--- src/common/sbph_defines.vh ---
// Constants for the strobed bidirectional byte port with handshake
`ifndef SBPH_DEFINES_VH
`define SBPH_DEFINES_VH
// Host address decode
`define SBPH_ADR_FIRST    2'b00
`define SBPH_ADR_SECOND   2'b01
`define SBPH_ADR_THIRD    2'b10
`define SBPH_ADR_CTRL     2'b11
// Control word fields
`define SBPH_CW_MODE_BIT  7
`define SBPH_CW_SET_BIT   0
`define SBPH_CW_SEL_LSB   1
`define SBPH_CW_SEL_MSB   3
// Third port bit positions in two-way mode
`define SBPH_POS_OBF      7
`define SBPH_POS_TXE      6
`define SBPH_POS_IBF      5
`define SBPH_POS_RXE      4
`define SBPH_POS_IRQ      3
// Group B status layouts (selected by group_b_mode_i)
`define SBPH_GB_POS_EN    2
`define SBPH_GB_POS_FULL  1
`define SBPH_GB_POS_IRQ   0
// Writable lower bits by plain write
`define SBPH_LOW_WR_MASK  8'h07
// Reset values
`define SBPH_RST_BYTE     8'h00
// Fifo
`define SBPH_FIFO_W       8
`define SBPH_FIFO_D       4
`define SBPH_FIFO_AW      2
`endif

--- src/verilog/sbph_port.v ---
// Two-way strobed byte port with handshake and third-port status
`timescale 1ns/10ps
`include "sbph_defines.vh"
module sbph_port
(
  input  wire       CLK_I,                 // System clock, 100 MHz
  input  wire       RST_N_I,               // Async reset, active low
  input  wire       CS_N_I,                // Chip select, active low
  input  wire       RD_N_I,                // Host read strobe
  input  wire       WR_N_I,                // Host write strobe
  input  wire [1:0] ADR_I,                 // Register select
  input  wire [7:0] HOST_D_I,              // Host data in
  output reg  [7:0] HOST_D_O,              // Host data out
  output reg        HOST_D_OE_O,           // Host bus driven
  input  wire [7:0] PEER_D_I,              // First port pins in
  output reg  [7:0] PEER_D_O,              // First port pins out
  output reg        PEER_D_OE_O,           // First port driven
  input  wire       PEER_STROBE_N_I,       // Peer strobe, active low
  input  wire       PEER_ACK_N_I,          // Peer acknowledge, low
  output reg        OUT_LATCH_FULL_N_O,    // Output full, active low
  output reg        IN_LATCH_FULL_O,       // Input latch full
  output reg        IRQ_OUT_O,             // Interrupt request
  input  wire [2:0] THIRD_LOW_I,           // Third port bits 2..0 in
  input  wire       GROUP_B_MODE_I,        // Group B strobed: 1
  input  wire       GROUP_B_DIR_IN_I,      // Group B direction input
  input  wire       GROUP_B_FULL_I,        // Group B full flag
  input  wire       GROUP_B_IRQ_I,         // Group B interrupt
  output reg  [2:0] THIRD_LOW_O,           // Third port bits 2..0 out
  output reg        THIRD_LOW_OE_O,        // Low bits driven
  input  wire       LOW_DIR_IN_I,          // Low bits are inputs
  output reg        GROUP_B_IRQ_EN_O       // Group B enable flop
);
  // Synchronised inputs
  wire stb_s;                              // Strobe, synced
  wire ack_s;                              // Acknowledge, synced
  wire rd_s;                               // Read strobe, synced
  wire wr_s;                               // Write strobe, synced
  reg  stb_d_ff;                           // Previous strobe
  reg  ack_d_ff;                           // Previous ack
  reg  rd_d_ff;                            // Previous read
  reg  wr_d_ff;                            // Previous write
  reg  cs_ff;                              // Chip select, registered
  reg  [1:0] adr_ff;                       // Address, registered
  reg  [7:0] hd_ff;                        // Host data, registered
  wire stb_fall;                           // Strobe edges
  wire stb_rise;
  wire ack_fall;                           // Ack edges
  wire ack_rise;
  wire rd_fall;                            // Read edges
  wire rd_rise;
  wire wr_rise;                            // Write edges
  wire wr_fall;
  // Handshake state
  reg  [7:0] in_latch_ff;                  // Captured peer byte
  reg  [7:0] out_buf_ff;                   // Byte to peer
  reg        obf_n_ff;                     // Output full, low active
  reg        ibf_ff;                       // Input full
  reg        tx_irq_enable_ff;             // Transmit enable
  reg        rx_irq_enable_ff;             // Receive enable
  reg        tx_irq_ff;                    // Transmit cause
  reg        rx_irq_ff;                    // Receive cause
  reg  [2:0] low_out_ff;                   // Lower unused outputs
  reg        stb_seen_ff;                  // Strobe low seen, rise due
  reg        ack_seen_ff;                  // Ack low seen, rise due
  wire [7:0] status;                       // Third-port read word
  wire [2:0] gb_status;                    // Group B section
  wire       host_rd_a;                    // Read of first port
  wire       host_wr_a;                    // Write of first port
  wire       host_wr_c;                    // Write of third port
  wire       host_wr_ctl;                  // Control write
  wire [2:0] bit_sel;                      // Set/reset bit index
  wire [7:0] low_wr_word;                  // Plain third-port write word
  // Fifo between host writes and output buffer
  wire       fifo_in_ready;                // Space for host byte
  wire [7:0] fifo_q;                       // Head byte
  wire       fifo_q_valid;                 // Head valid
  wire       fifo_take;                    // Move head to buffer

  // Synchronisers for asynchronous strobes
  sbph_sync #(.RST_VAL(1'b1)) u_stb
  (
    .clk_i   (CLK_I),
    .rst_n_i (RST_N_I),
    .d_i     (PEER_STROBE_N_I),
    .q_o     (stb_s)
  );
  sbph_sync #(.RST_VAL(1'b1)) u_ack
  (
    .clk_i   (CLK_I),
    .rst_n_i (RST_N_I),
    .d_i     (PEER_ACK_N_I),
    .q_o     (ack_s)
  );
  sbph_sync #(.RST_VAL(1'b1)) u_rd
  (
    .clk_i   (CLK_I),
    .rst_n_i (RST_N_I),
    .d_i     (RD_N_I),
    .q_o     (rd_s)
  );
  sbph_sync #(.RST_VAL(1'b1)) u_wr
  (
    .clk_i   (CLK_I),
    .rst_n_i (RST_N_I),
    .d_i     (WR_N_I),
    .q_o     (wr_s)
  );

  // Edges from synchronised values
  // History resets idle high, so no false edge follows reset
  assign stb_fall = stb_d_ff & ~stb_s;
  assign stb_rise = ~stb_d_ff & stb_s;
  assign ack_fall = ack_d_ff & ~ack_s;
  assign ack_rise = ~ack_d_ff & ack_s;
  assign rd_fall  = rd_d_ff & ~rd_s;
  assign rd_rise  = ~rd_d_ff & rd_s;
  assign wr_fall  = wr_d_ff & ~wr_s;
  assign wr_rise  = ~wr_d_ff & wr_s;

  // Host decode; address and data held while strobe low
  assign host_rd_a   = rd_rise & cs_ff & (adr_ff == `SBPH_ADR_FIRST);
  assign host_wr_a   = wr_rise & cs_ff & (adr_ff == `SBPH_ADR_FIRST);
  assign host_wr_c   = wr_rise & cs_ff & (adr_ff == `SBPH_ADR_THIRD);
  assign host_wr_ctl = wr_rise & cs_ff & (adr_ff == `SBPH_ADR_CTRL)
                       & ~hd_ff[`SBPH_CW_MODE_BIT];
  assign bit_sel     = hd_ff[`SBPH_CW_SEL_MSB:`SBPH_CW_SEL_LSB];
  // Only the three lower bits take a plain write
  assign low_wr_word = hd_ff & `SBPH_LOW_WR_MASK;

  // Buffer accepts a new byte once the previous one was taken
  // and its acknowledge has ended; reloading while acknowledge is
  // still low would swap the byte on the pins under the peer and
  // hide the transmit interrupt at the acknowledge rise
  assign fifo_take = fifo_q_valid & obf_n_ff & ack_s & ~ack_seen_ff;

  sbph_fifo
  #(
    .W  (`SBPH_FIFO_W),
    .D  (`SBPH_FIFO_D),
    .AW (`SBPH_FIFO_AW)
  )
  u_fifo
  (
    .clk_i       (CLK_I),
    .rst_n_i     (RST_N_I),
    .in_data_i   (hd_ff),
    .in_valid_i  (host_wr_a),
    .in_ready_o  (fifo_in_ready),
    .out_data_o  (fifo_q),
    .out_valid_o (fifo_q_valid),
    .out_ready_i (fifo_take)
  );

  // Group B section of status word
  assign gb_status = GROUP_B_MODE_I ?
                     {GROUP_B_IRQ_EN_O, GROUP_B_FULL_I, GROUP_B_IRQ_I} :
                     (LOW_DIR_IN_I ? THIRD_LOW_I : low_out_ff);

  // Two-way status word
  assign status = {obf_n_ff, tx_irq_enable_ff, ibf_ff,
                   rx_irq_enable_ff, IRQ_OUT_O, gb_status};

  // Pipeline registers and edge history
  // Host holds select, address and data until synced strobe rises
  always @(posedge CLK_I or negedge RST_N_I)
  begin
    if (!RST_N_I)
    begin
      stb_d_ff <= 1'b1;
      ack_d_ff <= 1'b1;
      rd_d_ff  <= 1'b1;
      wr_d_ff  <= 1'b1;
      cs_ff    <= 1'b0;
      adr_ff   <= 2'h0;
      hd_ff    <= `SBPH_RST_BYTE;
    end
    else
    begin
      stb_d_ff <= stb_s;
      ack_d_ff <= ack_s;
      rd_d_ff  <= rd_s;
      wr_d_ff  <= wr_s;
      // Sample address/data only while a strobe is low
      if (~rd_s | ~wr_s)
      begin
        cs_ff  <= ~CS_N_I;
        adr_ff <= ADR_I;
        hd_ff  <= HOST_D_I;
      end
    end
  end

  // Handshake flags, latches and enables
  always @(posedge CLK_I or negedge RST_N_I)
  begin
    if (!RST_N_I)
    begin
      in_latch_ff      <= `SBPH_RST_BYTE;
      out_buf_ff       <= `SBPH_RST_BYTE;
      obf_n_ff         <= 1'b1;
      ibf_ff           <= 1'b0;
      tx_irq_enable_ff <= 1'b0;
      rx_irq_enable_ff <= 1'b0;
      tx_irq_ff        <= 1'b0;
      rx_irq_ff        <= 1'b0;
      low_out_ff       <= 3'h0;
      stb_seen_ff      <= 1'b0;
      ack_seen_ff      <= 1'b0;
      GROUP_B_IRQ_EN_O <= 1'b0;
    end
    else
    begin
      // Capture peer byte on strobe fall
      if (stb_fall)
        in_latch_ff <= PEER_D_I;
      // Input-full: set wins over read-rise clear
      if (stb_fall)
        ibf_ff <= 1'b1;
      else if (host_rd_a)
        ibf_ff <= 1'b0;
      // Strobe pending its rising edge
      if (stb_fall)
        stb_seen_ff <= 1'b1;
      else if (stb_rise)
        stb_seen_ff <= 1'b0;
      // Receive interrupt; set wins over clear
      // At read fall the registered select still holds the last
      // cycle, so the clear looks at the live select and address
      if (stb_rise & stb_seen_ff & ibf_ff & rx_irq_enable_ff)
        rx_irq_ff <= 1'b1;
      else if (rd_fall & ~CS_N_I & (ADR_I == `SBPH_ADR_FIRST))
        rx_irq_ff <= 1'b0;
      // Output buffer loaded from fifo, output-full low
      if (fifo_take)
      begin
        out_buf_ff <= fifo_q;
        obf_n_ff   <= 1'b0;
      end
      else if (ack_fall)
        obf_n_ff <= 1'b1;
      if (ack_fall)
        ack_seen_ff <= 1'b1;
      else if (ack_rise)
        ack_seen_ff <= 1'b0;
      // Transmit interrupt; set wins over clear
      if (ack_rise & ack_seen_ff & obf_n_ff & tx_irq_enable_ff)
        tx_irq_ff <= 1'b1;
      else if (wr_fall & ~CS_N_I & (ADR_I == `SBPH_ADR_FIRST))
        tx_irq_ff <= 1'b0;
      // Bit set/reset command
      // Selects 7, 5 and 3 are handshake lines and are ignored
      if (host_wr_ctl)
      begin
        case (bit_sel)
          3'h6: tx_irq_enable_ff <= hd_ff[`SBPH_CW_SET_BIT];
          3'h4: rx_irq_enable_ff <= hd_ff[`SBPH_CW_SET_BIT];
          3'h2: GROUP_B_IRQ_EN_O <= hd_ff[`SBPH_CW_SET_BIT];
          3'h1: low_out_ff[1]    <= hd_ff[`SBPH_CW_SET_BIT];
          3'h0: low_out_ff[0]    <= hd_ff[`SBPH_CW_SET_BIT];
          default: low_out_ff    <= low_out_ff;
        endcase
      end
      else if (host_wr_c)
        // Plain write reaches only the three lower bits
        low_out_ff <= low_wr_word[2:0];
    end
  end

  // Registered pin and bus outputs
  always @(posedge CLK_I or negedge RST_N_I)
  begin
    if (!RST_N_I)
    begin
      HOST_D_O           <= `SBPH_RST_BYTE;
      HOST_D_OE_O        <= 1'b0;
      PEER_D_O           <= `SBPH_RST_BYTE;
      PEER_D_OE_O        <= 1'b0;
      OUT_LATCH_FULL_N_O <= 1'b1;
      IN_LATCH_FULL_O    <= 1'b0;
      IRQ_OUT_O          <= 1'b0;
      THIRD_LOW_O        <= 3'h0;
      THIRD_LOW_OE_O     <= 1'b0;
    end
    else
    begin
      PEER_D_O           <= out_buf_ff;
      // First port driven only while synced acknowledge low
      PEER_D_OE_O        <= ~ack_s;
      OUT_LATCH_FULL_N_O <= obf_n_ff;
      IN_LATCH_FULL_O    <= ibf_ff;
      IRQ_OUT_O          <= tx_irq_ff | rx_irq_ff;
      THIRD_LOW_O        <= low_out_ff;
      // Lower bits driven only as plain outputs
      THIRD_LOW_OE_O     <= ~LOW_DIR_IN_I & ~GROUP_B_MODE_I;
      // Host bus driven for any readable address
      HOST_D_OE_O        <= ~rd_s & ~CS_N_I & ~ADR_I[1]
                            | ~rd_s & ~CS_N_I & ~ADR_I[0];
      // Read mux
      case (ADR_I)
        `SBPH_ADR_FIRST: HOST_D_O <= in_latch_ff;
        `SBPH_ADR_THIRD: HOST_D_O <= status;
        default:         HOST_D_O <= `SBPH_RST_BYTE;
      endcase
    end
  end
endmodule // sbph_port

--- src/verilog/sbph_sync.v ---
// Two-flop synchroniser for one asynchronous level
`timescale 1ns/10ps
module sbph_sync
#(
  parameter RST_VAL = 1'b1                 // Idle level after reset
)
(
  input  wire clk_i,                       // System clock
  input  wire rst_n_i,                     // Async reset, active low
  input  wire d_i,                         // Asynchronous input
  output reg  q_o                          // Synchronised output
);
  reg meta_ff;                             // First stage, read by q only

  // Two stages
  always @(posedge clk_i or negedge rst_n_i)
  begin
    if (!rst_n_i)
    begin
      meta_ff <= RST_VAL;
      q_o     <= RST_VAL;
    end
    else
    begin
      meta_ff <= d_i;
      q_o     <= meta_ff;
    end
  end
endmodule // sbph_sync

--- src/verilog/sbph_fifo.v ---
// Small synchronous FIFO with valid/ready on both sides
`timescale 1ns/10ps
module sbph_fifo
#(
  parameter W  = 8,                        // Word width
  parameter D  = 4,                        // Depth in words
  parameter AW = 2                         // Pointer width
)
(
  input  wire          clk_i,              // System clock
  input  wire          rst_n_i,            // Async reset, active low
  input  wire [W-1:0]  in_data_i,          // Write word
  input  wire          in_valid_i,         // Write request
  output wire          in_ready_o,         // Not full
  output reg  [W-1:0]  out_data_o,         // Head word, registered
  output reg           out_valid_o,        // Head valid
  input  wire          out_ready_i         // Drain accepts head
);
  reg [W-1:0]  mem_ff [0:D-1];             // Storage
  reg [AW-1:0] wp_ff;                      // Write pointer
  reg [AW-1:0] rp_ff;                      // Read pointer
  reg [AW:0]   cnt_ff;                     // Words stored in array
  wire         push;                       // Word enters
  wire         pop;                        // Word moves to head
  wire         load;                       // Head register may load

  assign in_ready_o = (cnt_ff != D[AW:0]);
  assign push = in_valid_i & in_ready_o;
  assign load = ~out_valid_o | out_ready_i;
  assign pop  = load & (cnt_ff != {(AW+1){1'b0}});

  // Storage array, no reset needed
  always @(posedge clk_i)
  begin
    if (push)
      mem_ff[wp_ff] <= in_data_i;
  end

  // Pointers, count, registered head
  always @(posedge clk_i or negedge rst_n_i)
  begin
    if (!rst_n_i)
    begin
      wp_ff       <= {AW{1'b0}};
      rp_ff       <= {AW{1'b0}};
      cnt_ff      <= {(AW+1){1'b0}};
      out_data_o  <= {W{1'b0}};
      out_valid_o <= 1'b0;
    end
    else
    begin
      if (push)
        wp_ff <= wp_ff + {{(AW-1){1'b0}}, 1'b1};
      if (pop)
      begin
        rp_ff      <= rp_ff + {{(AW-1){1'b0}}, 1'b1};
        out_data_o <= mem_ff[rp_ff];
      end
      if (load)
        out_valid_o <= pop;
      if (push & ~pop)
        cnt_ff <= cnt_ff + {{AW{1'b0}}, 1'b1};
      else if (pop & ~push)
        cnt_ff <= cnt_ff - {{AW{1'b0}}, 1'b1};
    end
  end
endmodule // sbph_fifo

--- config.mk ---
export PLATFORM = sky130hd
export DESIGN_NAME = sbph_port
export DESIGN_NICKNAME = d
export VERILOG_FILES = /design/src/verilog/sbph_port.v /design/src/verilog/sbph_sync.v /design/src/verilog/sbph_fifo.v
export VERILOG_INCLUDE_DIRS = /design/src /design/src/common
export SDC_FILE = /design/constraint.sdc
export NUM_CORES = 1
export LEC_CHECK = 0
export BUFFER_PORTS_ARGS = -buffer_cell sky130_fd_sc_hd__buf_2
export CORE_ASPECT_RATIO = 0.75
export CORE_MARGIN = 2
export CORE_UTILIZATION = 40
export DETAILED_ROUTE_END_ITERATION = 10
export GPL_TIMING_DRIVEN = 0
export PLACE_DENSITY = 0.63
export SYNTH_ARGS = -nofsm -noshare
export SYNTH_HDL_FRONTEND = slang
export SYNTH_SLANG_ARGS = --single-unit
--- constraint.sdc ---
create_clock -name CLK_I -period 4.55 [get_ports CLK_I]
set_clock_uncertainty 0.05 [all_clocks]
set_input_delay 0.2275 -clock CLK_I [delete_from_list [all_inputs] [get_ports CLK_I]]
set_output_delay 0.2275 -clock CLK_I [all_outputs]
set_load 0.03 [all_outputs]
Word level (Yosys, flattened, before mapping)
Memories as Yosys holds them, arrays and structs flattened. A register that Yosys moved wholly into a read port is not among the register bits.
Index checks and enable logic that the tools add are counted.
- $add $sub $neg: 4
- multipliers: 0
- div/mod/pow operators: 0
- magnitude comparators: 0
- equal/unequal tests: 10
- shifts and indexed selects: 0
- muxes and demuxes: 23
- bitwise logic cells: 59
- reductions and logical operators: 19
- operators with widths (cell ; count):
    AND 1 bit ; 36
    NOT 1 bit ; 19
    two-way mux 1 bit ; 16
    one-hot mux 8 bit (2 select lines) ; 1
    nonzero test 2 bit ; 8
    two-way mux 3 bit ; 4
    AND reduction 2 bit ; 6
    equality test 2 bit (second input constant) ; 3
    equality test 3 bit (second input constant) ; 2
    adder 2 x 1 -> 2 bit (second input constant) ; 2
    zero test 2 bit ; 2
    two-way mux 2 bit ; 2
    inequality test 2 x 1 -> 1 bit (second input constant) ; 2
    bitwise OR 1 bit ; 4
    adder 3 x 1 -> 3 bit (second input constant) ; 1
    equality test 3 x 1 -> 1 bit (second input constant) ; 1
    equality test 3 x 2 -> 1 bit (second input constant) ; 1
    zero test 3 bit ; 1
    inequality test 3 bit (second input constant) ; 1
    nonzero test 3 bit ; 1
    subtractor 3 x 1 -> 3 bit (second input constant) ; 1
    zero test 1 bit ; 1
- register bits: 84
- latch bits: 0
- memory bits (writable): 32
- bits in read-only memories: 0
- bits of input ports: 33
- output and inout bits: 26
- word-level logic and storage cells: 158
- memories: 1
- memories (memory ; depth ; width ; read ports ; clocked after Yosys merged registers in ; wr ports ; line ; RTL):
    u_fifo.mem_ff ; 4 ; 8 ; 1 ; 1 ; 1 ; sbph_fifo.v:19 ; reg [W-1:0] mem_ff [0:D-1];

Logic depth before layout (Yosys ltp)
- depth after elaboration: 9
- gate-level depth with buffers: 9
- depth with buffers taken out: 9

Cells and area by module
Synthesis repeated with hierarchy kept, for this count alone.
- cells, all modules: 284
- area, all modules: 4719.5 um^2
- by module, submodules not included (module ; times used ; cells an instance ; area an instance (um^2) ; sequential area each (um^2)):
    sbph_port ; 1 ; 178 ; 2570.0 ; 1709.1
    sbph_fifo ; 1 ; 98 ; 1939.4 ; 1361.3
    sbph_sync ; 4 ; 2 ; 52.6 ; 52.6

Worst setup path before layout
No wires, ideal clock.
- path kind: register -> register
- from: reg adr_ff[0]
- to: reg u_fifo.cnt_ff[2]
- setup time: 0.079 ns
- data arrival time: 2.330 ns
- data required time: 4.421 ns
- setup slack: 2.091 ns
- cell stages (with the launch flop): 9
- path buffers: 0
- clock period less this slack: 2.459 ns
- cells stage by stage: dfrtp_1 > or3b_4 > a2111oi_4 > ha_1 > inv_1 > fa_1 > xor2_1 > nor2_1 > xor2_1
- word-level cells in the longest chain between the ends: 6
- elaborated cells on any way between the ends: 8
- classes of those cells: mux (1); bitwise (5); reduce/logical (2)
- ends and longest elaborated chain (what ; line ; RTL):
    start: declaration ; sbph_port.v:43 ; reg [1:0] adr_ff;
    start signal: assignment ; sbph_port.v:174 ; adr_ff <= 2'h0;
    start signal: assignment ; sbph_port.v:187 ; adr_ff <= ADR_I;
    zero test 2 bit (no source line) * ; - ;
    AND 1 bit * ; sbph_port.v:122 ; assign host_wr_a = wr_rise & cs_ff & (adr_ff == `SBPH_ADR_FIRST);
    AND 1 bit * ; sbph_fifo.v:28 ; assign push = in_valid_i & in_ready_o;
    net u_fifo.push ; sbph_fifo.v:23 ; wire push;
    NOT 1 bit ; sbph_fifo.v:63 ; else if (pop & ~push)
    AND 1 bit ; sbph_fifo.v:63 ;
    nonzero test 2 bit (no source line) ; - ;
    end signal: assignment ; sbph_fifo.v:46 ; cnt_ff <= {(AW+1){1'b0}};
    end signal: assignment ; sbph_fifo.v:62 ; cnt_ff <= cnt_ff + {{AW{1'b0}}, 1'b1};
    end signal: assignment ; sbph_fifo.v:64 ; cnt_ff <= cnt_ff - {{AW{1'b0}}, 1'b1};
    end: declaration ; sbph_fifo.v:22 ; reg [AW:0] cnt_ff;
Mark *: on every way through the listed nets, which the timed path passes. The rest lies on a longest branch.
A chain may end at the register's enable or synchronous reset.

Final worst setup path
Same ends and word-level chain as after synthesis.

==> metrics.log <==
INFO  metric yosys_warnings = 0
INFO  metric synth_fp_nets = 324
INFO  metric design.portCount = 59
INFO  metric first_global_vias = 2630
INFO  metric cell_area_after_layout = 5920 µm²
INFO  metric fin_ws = 1.85 ns
INFO  metric relSlewSlack = 0.583
INFO  metric setup.worst_path.class = flop to flop
INFO  metric route.detailed.drc = 0
INFO  metric die_height = 97.8 µm
INFO  metric layout_common_cells = dfrtp_1, buf_2, mux2_2
INFO  metric fmaxAchievable = 371 MHz
INFO  metric worstPathArrival = 2.97 ns
INFO  metric clock_insertion_delay_worst_skew = 0.40 ns
INFO  metric synth_ff_type = dfrtp_1
INFO  metric final_core_utilization = 0.513
INFO  metric final-max-slew-violation-count = 0
INFO  metric firstDrtPassIters = 4
INFO  metric clk_transition_reported_paths = 0.05 ns
INFO  metric synth_seq_area_share = 0.699
INFO  metric first_iter_violations = 121
INFO  metric synthDistinctLibCells = 39
INFO  metric path_max_fanout = 7
INFO  metric clk_root_buffer_cell = clkbuf_16
INFO  metric antenna_found_initial = 0
INFO  metric cts_max_level = 4
INFO  metric slowest_delay = 0.55 ns
INFO  metric start_point_of_the_critical_path = adr_ff[0]
INFO  metric netlist_instances = 281
INFO  metric synth_enable_flop_cells = 32
INFO  metric count_of_hold_buffers_inserted_by_post_cts_repair = 14
INFO  metric port_buf_inserts = 55
INFO  metric layout.cells.most_common = dfrtp_1
INFO  metric max_cap_viol_count = 0
INFO  metric worstReg2RegStart = adr_ff[0]
INFO  metric hold_path.startpoint = HOST_D_I[7]
INFO  metric setup_slack_after_placement = 1.87 ns
INFO  metric timing_worst_slew_pin_value = 0.621 ns
INFO  metric nNetsFinal = 413
INFO  metric synth.avg_cell_area = 16.7 µm²
INFO  metric syn-cell-area = 4690 µm²
INFO  metric postSynthRegisterBits = 124
INFO  metric inserted_clock_buffers = 17
INFO  metric final_critical_period = 2.70 ns
INFO  metric synth-async-reset-ratio = 0.742
INFO  metric fp.dieArea = 12600 µm²
INFO  metric route.vias.total = 2565
INFO  metric p_leak = 0.00254 µW
INFO  metric die_x = 129 µm
INFO  metric detail_route.wirelength = 8.03 mm
INFO  metric place_congestion = 0.711
INFO  metric core.rowCount = 34
INFO  metric wire_length_of_the_first_global_routing_pass = 13.5 mm
INFO  metric placed_cell_area = 5200 µm²
INFO  metric critical-path-top-cell-by-count = xor2_1
INFO  metric worst_hold_path_type = input port to flop
INFO  metric diodes = 0
INFO  metric final_layout_size_suffix_gt1_frac = 0.415
INFO  metric fin_setup_tns = 0 ns
INFO  metric grtUsageTotal = 0.143
INFO  metric critPathCaptureType = flop
INFO  metric power_density = 580 nW/µm²
INFO  metric post_cts_buffers = 0
INFO  metric globalRouteOverflowTotal = 0
INFO  metric outcome = complete, no violations
INFO  metric floorplan.initialDensity = 0.407
INFO  metric wl_per_cell = 14.7 µm
INFO  metric timing.final.hold_violations = 0
INFO  metric power.ir.vdd_worst = 0.291 mV
INFO  metric setup.worst_path.start_class = flop
INFO  metric synthToLayoutAreaGrowth = 26.1%
INFO  metric n_fill_cell = 959
INFO  metric cts.path.max_buffers = 2
INFO  metric cts_tree = built
INFO  metric timing.critical_path.required = 4.82 ns
INFO  metric rsz0062_at_grt = no
INFO  metric critPathSlowestCell = a2111oi_4
INFO  metric resized_after_cts = 0
INFO  metric post-route-period-util = 0.593
INFO  metric dpl.hpwl = 5.35 mm
INFO  metric via_to_cell_ratio = 4.71
INFO  metric ordered_cell_list_for_the_critical_path = or3b_4 -> a2111oi_4 -> ha_1 -> inv_1 -> fa_1 -> xor2_1 -> nor2_1 -> xor2_1
INFO  metric clkSinkCount = 124
INFO  metric grt_start_max_net_pins = 69
INFO  metric setup-violations-final = 0
INFO  metric core_area = 11500 µm²
INFO  metric ant_nets = 0
worst paths after layout:
| kind | end | slack, ns | depth (start not counted) |
|---|---|---|---|
| min | hd_ff[7] | 0.01 | 2 |
| min in group asynchronous | ibf_ff | 0.23 | 2 |
| max reg2reg | u_fifo.cnt_ff[2] | 1.85 | 8 |
| min reg2reg | u_wr.q_o | 0.30 | 0 |
| max in group asynchronous | obf_n_ff | 3.54 | 3 |
| max | u_fifo.cnt_ff[2] | 1.85 | 8 |
area by class of cell:
type / instances / area (µm²) / area share
Multi-Input combinational cell: 138 / 1340 / 0.226
Clock buffer: 27 / 546 / 0.0922
Sequential cell: 124 / 3280 / 0.554
Clock inverter: 5 / 31.3 / 0.00529
Buffer: 6 / 23.8 / 0.00402
Tap cell: 162 / 203 / 0.0342
Timing Repair Buffer: 70 / 445 / 0.0753
Inverter: 13 / 48.8 / 0.00825
routing by layer:
layer | wire (µm) | track usage
met3 | 264 | 0.0411
met1 | 3880 | 0.203
met4 | 87 | 0.0627
met5 | 0 | 0
met2 | 3800 | 0.206
worst max-delay path: cells and delay by family (launching register included):
kind,cells,cell delay (ns)
buffers and inverters,1,0.06
adder cells (fa/ha/maj),2,0.66
AND/OR/NAND/NOR,2,0.54
XOR/XNOR,2,0.32
AO/OA/AOI/OAI,1,0.55
flip-flops,1,0.44
cells by family after synthesis:
| kind of cell | count (synthesis) | synth area share |
|---|---|---|
| mux | 61 | 0.164 |
| fa+ha+maj | 10 | 0.0283 |
| buf+inv | 19 | 0.0155 |
| flops | 124 | 0.699 |
| compound gates | 19 | 0.0317 |
| xor+xnor | 6 | 0.0112 |
| simple gates | 42 | 0.0501 |
where the power goes:
group | internal [µW] | switching, µW | total [µW]
logic | 310 | 355 | 666
registers | 1370 | 126 | 1500
clock network | 818 | 450 | 1270
total | 2500 | 931 | 3430
flip-flops by register name, indices dropped and copies added (netlist names), 2 cells and up:
| register | flops |
|---|---|
| u_fifo.cnt_ff | 3 |
| u_fifo.rp_ff | 2 |
| in_latch_ff | 8 |
| u_fifo.wp_ff | 2 |
| u_fifo.mem_ff | 32 |
| adr_ff | 2 |
| u_fifo.out_data_o | 8 |
| HOST_D_O | 8 |
| THIRD_LOW_O | 3 |
| hd_ff | 8 |
| PEER_D_O | 8 |
| low_out_ff | 3 |
| out_buf_ff | 8 |
synthesized netlist by cell type (3+ instances only):
| cell type | n | area share |
|---|---|---|
| mux2_2 | 44 | 0.11 |
| clkbuf_1 | 3 | 0.0024 |
| dfrtp_1 | 78 | 0.42 |
| o21ai_0 | 5 | 0.0053 |
| and2_2 | 4 | 0.0064 |
| ha_1 | 9 | 0.024 |
| nand2b_1 | 3 | 0.0040 |
| xor2_1 | 3 | 0.0056 |
| mux2i_1 | 8 | 0.017 |
| xnor2_1 | 3 | 0.0056 |
| edfxtp_1 | 32 | 0.20 |
| dfstp_2 | 14 | 0.078 |
| mux4_2 | 8 | 0.038 |
| nand2_1 | 8 | 0.0064 |
| inv_1 | 13 | 0.010 |
| a21oi_1 | 3 | 0.0032 |
| nor2_1 | 13 | 0.010 |
per-stage QoR:
stage                     power [µW]  hold slack (ns)  instances
after global routing            3600          0.00406        545
after global placement          2150            0.282        498
after CTS                       3470          0.00369        545
after floorplan                 1980           -0.118        281
final                           3430           0.0124        545
after detailed placement        2180            0.115        499
Note: power is estimated with default switching activity, not from simulation.
